<file path="src/hdl/lmcd_pkg.sv">
// constants and types shared by the mode, clock and drive monitor block
package lmcd_pkg;

    // line rate selection
    typedef enum logic [1:0]
    {
        LMCD_RATE_DS3 = 2'b00,
        LMCD_RATE_STS1 = 2'b01,
        LMCD_RATE_E3 = 2'b10
    } lmcd_rate_t;

    // reference clock figures in kHz
    localparam int unsigned LMCD_SFM_REF_KHZ = 12288;
    localparam int unsigned LMCD_E3_KHZ = 34368;
    localparam int unsigned LMCD_DS3_KHZ = 44736;
    localparam int unsigned LMCD_STS1_KHZ = 51840;

    // synthesizer phase accumulator width and msb weight
    localparam int unsigned LMCD_ACC_W = 24;
    localparam logic [23:0] LMCD_ACC_ONE = 24'h800000;

    // driver monitor timeout, in transmit clock cycles
    localparam int unsigned LMCD_DMO_TIMEOUT = 128;
    localparam int unsigned LMCD_DMO_CNT_W = 8;
    localparam logic [7:0] LMCD_DMO_TERM = 8'(LMCD_DMO_TIMEOUT);

    // reset values
    localparam logic LMCD_RST_FAIL = 1'b0;
    localparam logic LMCD_RST_CLKOUT = 1'b0;

endpackage

</file>
<file path="src/hdl/lmcd_top.sv">
// mode, clock scheme and transmit driver monitor control
`timescale 1ns/10ps
module lmcd_top
    import lmcd_pkg::*;
(
    input wire logic mclk_i,
    input wire logic rstn_i,
    input wire logic ce_i,
    input wire logic single_freq_enable_i,
    input wire logic single_freq_enable_drv_i,
    input wire logic control_mode_select_i,
    input wire logic control_mode_select_drv_i,
    input wire logic e3_select_i,
    input wire logic e3_select_drv_i,
    input wire logic sts1_ds3_select_i,
    input wire logic sts1_ds3_select_drv_i,
    input wire logic rail_format_select_i,
    input wire logic rail_format_select_drv_i,
    input wire lmcd_pkg::lmcd_rate_t host_rate_i,
    input wire logic host_single_rail_i,
    input wire logic transmit_clock_i,
    input wire logic monitor_tip_input_i,
    input wire logic monitor_tip_drv_i,
    input wire logic monitor_ring_input_i,
    input wire logic monitor_ring_drv_i,
    output logic host_mode_o,
    output lmcd_pkg::lmcd_rate_t rate_o,
    output logic single_rail_o,
    output logic coder_enable_o,
    output logic ref_is_12m_o,
    output logic synthesized_clock_output_o,
    output logic driver_fail_flag_o
);
    import lmcd_pkg::*;

    logic sfm_pin;
    logic host_pin;
    logic e3_pin;
    logic sd_pin;
    logic sr_pin;
    logic monitor_tip_input_pin;
    logic monitor_ring_input_pin;
    lmcd_rate_t hw_rate;
    lmcd_rate_t rate_nxt;
    logic sr_nxt;
    logic host_mode_r;
    lmcd_rate_t rate_r;
    logic single_rail_r;
    logic sfm_r;
    logic transmit_clock_d_r;
    logic transmit_clock_rise;
    logic mon_prev_r;
    logic mon_any;
    logic mon_edge;
    logic [LMCD_DMO_CNT_W-1:0] idle_cnt_r;
    logic fail_r;

    // undriven pins resolve to the internal pull level
    function automatic logic pin_level(logic val, logic drv, logic pull);
        return drv ? val : pull;
    endfunction

    always_comb
    begin
        host_pin = pin_level(control_mode_select_i,
                             control_mode_select_drv_i, 1'b1);
        sfm_pin = pin_level(single_freq_enable_i,
                            single_freq_enable_drv_i, 1'b0);
        e3_pin = pin_level(e3_select_i, e3_select_drv_i, 1'b0);
        sd_pin = pin_level(sts1_ds3_select_i,
                           sts1_ds3_select_drv_i, 1'b0);
        sr_pin = pin_level(rail_format_select_i,
                           rail_format_select_drv_i, 1'b0);
        monitor_tip_input_pin = pin_level(monitor_tip_input_i,
                             monitor_tip_drv_i, 1'b0);
        monitor_ring_input_pin = pin_level(monitor_ring_input_i,
                              monitor_ring_drv_i, 1'b0);
    end

    always_comb
    begin
        if (e3_pin)
        begin
            hw_rate = LMCD_RATE_E3;
        end
        else if (sd_pin)
        begin
            hw_rate = LMCD_RATE_STS1;
        end
        else
        begin
            hw_rate = LMCD_RATE_DS3;
        end
        // host mode drops the discrete rate and rail pins
        rate_nxt = host_pin ? host_rate_i : hw_rate;
        sr_nxt = host_pin ? host_single_rail_i : sr_pin;
    end

    always_ff @(posedge mclk_i)
    begin
        if (!rstn_i)
        begin
            host_mode_r <= 1'b1;
            rate_r <= LMCD_RATE_DS3;
            single_rail_r <= 1'b0;
            sfm_r <= 1'b0;
        end
        else if (ce_i)
        begin
            host_mode_r <= host_pin;
            rate_r <= rate_nxt;
            single_rail_r <= sr_nxt;
            sfm_r <= sfm_pin;
        end
    end

    assign host_mode_o = host_mode_r;
    assign rate_o = rate_r;
    assign single_rail_o = single_rail_r;
    // coder follows the rail format; in dual rail it is bypassed
    assign coder_enable_o = single_rail_r;
    // a 0 here means the reference must already be at line rate
    assign ref_is_12m_o = sfm_r;

    lmcd_clk_synth u_synth
    (
        .mclk_i(mclk_i),
        .rstn_i(rstn_i),
        .ce_i(ce_i),
        .run_i(sfm_r),
        .rate_i(rate_r),
        .synth_clk_o(synthesized_clock_output_o)
    );

    // transmit clock sampled as a plain synchronous input
    always_ff @(posedge mclk_i)
    begin
        if (!rstn_i)
        begin
            transmit_clock_d_r <= 1'b0;
            mon_prev_r <= 1'b0;
        end
        else if (ce_i)
        begin
            transmit_clock_d_r <= transmit_clock_i;
            if (transmit_clock_i && !transmit_clock_d_r)
            begin
                mon_prev_r <= mon_any;
            end
        end
    end

    assign transmit_clock_rise = transmit_clock_i & ~transmit_clock_d_r;
    assign mon_any = monitor_tip_input_pin | monitor_ring_input_pin;
    // a rising pulse on either rail counts as a transition
    assign mon_edge = mon_any & ~mon_prev_r;

    always_ff @(posedge mclk_i)
    begin
        if (!rstn_i)
        begin
            idle_cnt_r <= '0;
        end
        else if (ce_i && transmit_clock_rise)
        begin
            if (mon_edge)
            begin
                idle_cnt_r <= '0;
            end
            else if (idle_cnt_r != LMCD_DMO_TERM)
            begin
                idle_cnt_r <= idle_cnt_r + 8'h01;
            end
        end
    end

    always_ff @(posedge mclk_i)
    begin
        if (!rstn_i)
        begin
            fail_r <= LMCD_RST_FAIL;
        end
        else if (ce_i && transmit_clock_rise)
        begin
            if (mon_edge)
            begin
                fail_r <= 1'b0;
            end
            else if (idle_cnt_r == LMCD_DMO_TERM - 8'h01)
            begin
                fail_r <= 1'b1;
            end
        end
    end

    assign driver_fail_flag_o = fail_r;

    a_fail_needs_idle: assert property (
        @(posedge mclk_i) disable iff (!rstn_i)
        $rose(fail_r) |-> idle_cnt_r == LMCD_DMO_TERM)
        else $error("fail flag rose without full idle count");

    a_fail_clears_pulse: assert property (
        @(posedge mclk_i) disable iff (!rstn_i)
        (ce_i && transmit_clock_rise && mon_edge && fail_r) |=> !fail_r)
        else $error("fail flag not cleared by monitor pulse");

    a_cnt_clear_edge: assert property (
        @(posedge mclk_i) disable iff (!rstn_i)
        (ce_i && transmit_clock_rise && mon_edge) |=> idle_cnt_r == '0)
        else $error("idle counter not cleared on transition");

    a_clk_low_nosfm: assert property (
        @(posedge mclk_i) disable iff (!rstn_i)
        (!sfm_r)[*2] |-> !synthesized_clock_output_o)
        else $error("clock out toggles outside single frequency");

    a_host_rate_pass: assert property (
        @(posedge mclk_i) disable iff (!rstn_i)
        (ce_i && host_pin) |=> rate_r == $past(host_rate_i))
        else $error("host mode rate not taken from host");

    a_e3_wins: assert property (
        @(posedge mclk_i) disable iff (!rstn_i)
        (ce_i && !host_pin && e3_pin) |=> rate_r == LMCD_RATE_E3)
        else $error("e3 select did not force e3");

    a_sts1_ds3_pick: assert property (
        @(posedge mclk_i) disable iff (!rstn_i)
        (ce_i && !host_pin && !e3_pin) |=>
        rate_r == ($past(sd_pin) ? LMCD_RATE_STS1 : LMCD_RATE_DS3))
        else $error("sts1 or ds3 decode wrong");

    a_rail_coder: assert property (
        @(posedge mclk_i) disable iff (!rstn_i)
        (ce_i && !host_pin) |=> single_rail_o == $past(sr_pin)
        && coder_enable_o == single_rail_o)
        else $error("rail format or coder enable wrong");

    a_host_rail_bit: assert property (
        @(posedge mclk_i) disable iff (!rstn_i)
        (ce_i && host_pin) |=> single_rail_o == $past(host_single_rail_i))
        else $error("host rail bit not applied");

    a_pullup_host: assert property (
        @(posedge mclk_i) disable iff (!rstn_i)
        (ce_i && !control_mode_select_drv_i) |=> host_mode_r)
        else $error("floating mode pin did not give host mode");

endmodule

</file>
<file path="src/hdl/lmcd_clk_synth.sv">
// rate clock synthesizer driven from the single frequency reference
`timescale 1ns/10ps
module lmcd_clk_synth
    import lmcd_pkg::*;
(
    input wire logic mclk_i,
    input wire logic rstn_i,
    input wire logic ce_i,
    input wire logic run_i,
    input wire lmcd_pkg::lmcd_rate_t rate_i,
    output logic synth_clk_o
);
    import lmcd_pkg::*;

    logic [LMCD_ACC_W-1:0] acc_r;
    logic [LMCD_ACC_W-1:0] acc_nxt;
    logic [LMCD_ACC_W-1:0] inc;
    logic synth_clk_r;

    // increment so that acc msb toggles at line rate/(2 x sts1 rate) per tick;
    // mclk stands in for the synthesizer vco, so output is a rate model
    function automatic logic [LMCD_ACC_W-1:0] rate_inc(lmcd_rate_t r);
        logic [47:0] num;
        num = 48'd0;
        unique case (r)
            LMCD_RATE_E3: num = 48'(LMCD_E3_KHZ) * 48'(LMCD_ACC_ONE);
            LMCD_RATE_STS1: num = 48'(LMCD_STS1_KHZ) * 48'(LMCD_ACC_ONE);
            LMCD_RATE_DS3: num = 48'(LMCD_DS3_KHZ) * 48'(LMCD_ACC_ONE);
            default: num = 48'(LMCD_DS3_KHZ) * 48'(LMCD_ACC_ONE);
        endcase
        return LMCD_ACC_W'(num / 48'(LMCD_STS1_KHZ * 2));
    endfunction

    always_comb
    begin
        inc = rate_inc(rate_i);
        acc_nxt = acc_r + inc;
    end

    always_ff @(posedge mclk_i)
    begin
        if (!rstn_i)
        begin
            acc_r <= '0;
        end
        else if (ce_i)
        begin
            if (run_i)
            begin
                acc_r <= acc_nxt;
            end
            else
            begin
                acc_r <= '0;
            end
        end
    end

    // output forced low outside single frequency operation
    always_ff @(posedge mclk_i)
    begin
        if (!rstn_i)
        begin
            synth_clk_r <= LMCD_RST_CLKOUT;
        end
        else if (ce_i)
        begin
            synth_clk_r <= run_i & acc_r[LMCD_ACC_W-1];
        end
    end

    assign synth_clk_o = synth_clk_r;

endmodule

</file>
<file path="config.mk">
export PLATFORM = sky130hd
export DESIGN_NAME = lmcd_top
export DESIGN_NICKNAME = d
export VERILOG_FILES = /design/src/hdl/lmcd_pkg.sv /design/src/hdl/lmcd_top.sv /design/src/hdl/lmcd_clk_synth.sv
export SDC_FILE = /design/constraint.sdc
export NUM_CORES = 1
export LEC_CHECK = 0
export ABC_CLOCK_PERIOD_IN_PS = 3090
export BUFFER_PORTS_ARGS = -buffer_cell sky130_fd_sc_hd__buf_2
export CORE_ASPECT_RATIO = 0.5
export CORE_MARGIN = 1.5
export CORE_UTILIZATION = 40
export CTS_CLUSTER_DIAMETER = 120
export DETAILED_ROUTE_END_ITERATION = 12
export GPL_TIMING_DRIVEN = 0
export PLACE_DENSITY_LB_ADDON = 0.25
export SETUP_SLACK_MARGIN = 0.4
export SLEW_MARGIN = 5
export SYNTH_ARGS = -nofsm -noshare
export SYNTH_HDL_FRONTEND = slang
export SYNTH_HIERARCHICAL = 1
export SYNTH_SLANG_ARGS = --single-unit
</file>
<file path="constraint.sdc">
create_clock -name mclk_i -period 3.09 [get_ports mclk_i]
set_input_delay 0.309 -clock mclk_i [delete_from_list [all_inputs] [get_ports mclk_i]]
set_output_delay 0.309 -clock mclk_i [all_outputs]
set_load 0.02 [all_outputs]
</file>
==> qor.csv <==
stage,metric,value,unit
clocking,Clock Tree Buf Depth,2,
timing,RSZ-0062 raised after global routing,yes,
yosys,Mapped Nets,401,
clocking,Worst-Skew Late Latency,280,ps
yosys,top-count cell post-synth,dfxtp_1,
setup_path,Worst Path Buf+Inv,2,
placed_design,Port Buf Inserts,28,
grt,GRT overflow,0,
yosys,biggest area contributors in the synthesized netlist,"dfxtp_1, ha_1, nand2_1",
die,Top Ports,29,
grt,vias in the first global route,2751,
setup_path,data required time of the worst path,3270,ps
clocking,clock root buffer,clkbuf_16,
setup_path,Critical Path AT,3400,ps
routing,Detail Route Antenna Nets,0,
yosys,register bit total from synthesis,41,
placed_design,cell count after placement,470,
routing,DR vias/cell,5.67,
timing,worst setup margin,-128,ps
setup_path,CP Capture Type,flop,
timing,Worst slew margin,56.3,%
yosys,Main synth FF type,dfxtp_1,
yosys,"area leader, netlist",dfxtp_1,
setup_path,CP Launch Point,rate_o[0],
timing,clock skew,6.14,ps
setup_path,Reg2Reg Launch Point,rate_o[0],
timing,final hold viol count,0,
die,Die ar.,0.00788,mm²
clocking,CTS tree,built,
yosys,total number of yosys warnings,6,
timing,final max-slew violation count,0,
grt,largest net degree at the start of global routing,14,
power,PwrDens,382,mW/mm²
setup_path,Crit Path Category,reg2reg,
yosys,"Seq/Total Area, Yosys",28.0,%
final_layout,Filler Cells Inserted,621,
placed_design,gpl congestion,0.876,
die,Die H,63.5,µm
yosys,Mapped Cells,350,
final_layout,fraction of layout cells with a size suffix above 1,28.2,%
die,Initial Utilization,42.6,%
timing,ratio of final minimum period to clock period,104,%
routing,DRC,0,
grt,initial antenna violation count,0,
die,FP Rows,21,
clocking,CTS sink count,41,
run_status,run status,finished with violations,
setup_path,crit-path most repeated cell,a21oi_2,
power,VDD IR max,304,µV
setup_path,kind of cell adding the most delay to the critical path,compound AO/OA/AOI/OAI gates,
routing,Wirelength per Cell,15.8,µm
hold_path,hold crit path type,in2reg,
yosys,"EDFF count, synth",0,
yosys,Syn Std Cell Area,0.00293,mm²
grt,global-route wire length before repair,12.6,mm
final_layout,final core occ,55.9,%
clocking,CTS buffer count,5,
clocking,cts hold-fix bufs,0,
routing,Total Wirelength,7.95,mm
final_layout,Layout Nets,462,
timing,Slew @ Worst Pin,655,ps
yosys,asr flop ratio synth,0,%
setup_path,crit path cell chain,inv_4 -> ha_4 -> a211oi_2 -> a21oi_2 -> o22a_1 -> inv_2 -> fa_2 -> and2b_2 -> o2111ai_4 -> a31oi_4 -> a41oi_4 -> o31a_1 -> a21oi_2 -> xor2_1 -> a22o_1,
routing,First-pass DRT Iterations,4,
final_layout,Area Overhead vs Synth,31.3,%
yosys,Synth top area share,28.0,%
clocking,H-tree depth,2,
timing,setup violators final,8,
final_layout,n_diodes,0,
yosys,Post-synth top cells,"dfxtp_1, nand2_1, ha_1",
run,Max Cap Viol,0,
hold_path,Hold Path Origin,sts1_ds3_select_i,
power,leakage dissipation,1.59,nW
run_status,failing checks,setup timing,
setup_path,slowest cell delay on critical path,390,ps
clocking,Clock transition at path regs,60,ps
die,Die Span X,124,µm
grt,Total GRT Usage,20.3,%
routing,initial drt markers,101,
timing,achievable clock frequency,311,MHz
setup_path,startpoint types,flop,
die,Core Region,0.00688,mm²
final_layout,Finished Layout Cells,504,
setup_path,"Max FO, Critical Path",4,
yosys,Synth cell types,59,
timing,Tmin final,3220,ps
placed_design,DP HPWL,5.20,mm
routing,Vias,2860,
yosys,syn avg cell area,8.37,µm²
setup_path,Critical Path Slowest Stage Cell,dfxtp_4,
==> final cells by class <==
class | instances | area, µm² | share of cell area, %
multi-input combinational | 279 | 2230 | 57.9
sequential | 41 | 828 | 21.5
timing repair buffer | 54 | 374 | 9.72
clock buffer | 5 | 125 | 3.25
tap | 92 | 115 | 2.99
buffer | 15 | 71.3 | 1.85
inverter | 15 | 63.8 | 1.66
clock inverter | 3 | 41.3 | 1.07
==> stage by stage <==
| stage | area [µm²] | hold WS (ps) | worst slack (ps) | TNS, ps | power (mW) |
|---|---|---|---|---|---|
| global route | 3850 | 296 | -280 | -2030 | 1.54 |
| finish | 3850 | 264 | -128 | -592 | 1.47 |
| CTS | 3640 | 262 | -122 | -615 | 1.46 |
| global placement | 3250 | 458 | -241 | -788 | 0.813 |
| detailed placement | 3250 | 463 | -302 | -1370 | 0.823 |
| floorplan | 3000 | 445 | 33.6 | 0 | 0.755 |
==> layout by cell type (no fill, tap or decap), types with 5 or more instances in the layout <==
master,Yosys,final
inv_1,15,12
a21oi_2,0,7
nand2b_1,7,6
o21ai_1,6,5
a31oi_1,5,5
clkbuf_16,0,5
nand2_1,33,32
a21oi_1,23,15
nand3_1,15,15
a22o_1,5,5
xnor2_1,14,12
clkbuf_1,8,8
dfxtp_1,41,39
o2bb2ai_1,9,8
o21ai_0,12,8
buf_6,0,7
buf_2,3,31
nor2_1,20,19
buf_4,3,21
o22ai_1,6,6
ha_1,29,23
and2_1,12,12
a21o_1,5,5
==> per-layer routing <==
layer	track usage, %	vias to the layer above	wire, µm
met5	0	-	0
met4	4.97	0	152
met3	4.35	12	206
met2	36.8	47	3930
met1	24.4	1382	3660
li1	-	1419	-
==> final timing paths <==
kind	end	slack (ps)	cells after the start
max	u_synth/acc_r[22]	-130	15
min	rate_o[0]	260	3
max reg2reg	u_synth/acc_r[22]	-130	15
min reg2reg	u_synth/acc_r[15]	470	2
==> worst register-to-register path, stage by stage, from the launching register on <==
cell and delay, ps:
dfxtp_4 390, inv_4 50, ha_4 280, a211oi_2 70
a21oi_2 110, o22a_1 210, inv_2 50, fa_2 330
and2b_2 260, o2111ai_4 150, a31oi_4 260, a41oi_4 150
o31a_1 370, a21oi_2 170, xor2_1 80, a22o_1 180
==> state kept, by name, indices dropped and copies added, names as in the netlist <==
name	count
driver_fail_flag_o	1
host_mode_o	1
transmit_clock_d_r	1
mon_prev_r	1
ref_is_12m_o	1
idle_cnt_r	8
rate_o	2
coder_enable_o	1
u_synth/synth_clk_o	1
u_synth/acc_r	24
==> power by group <==
group          internal [mW]  leakage (nW)  switching [mW]  total, mW
Sequential             0.539         0.333          0.0106      0.550
Combinational          0.141          1.18           0.183      0.325
Clock                  0.378        0.0775           0.217      0.596
Total                   1.06          1.59           0.411       1.47
==> logic make-up after synthesis <==
group	synth area share [%]
and+or+nand+nor	20.8
buffers and inverters	4.35
DFF	28.0
adders and majority gates	13.1
muxes	1.02
AOI/OAI and AO/OA	27.4
xor gates and xnor gates	5.38
==> repair_timing <==
item                       4_1_cts  5_1_grt
resized for setup               16       29
pin swaps                       23       34
cloned                           0        0
setup buffers                   16       10
setup endpoints to repair       17       19
Power figures use the tool's default switching activity.
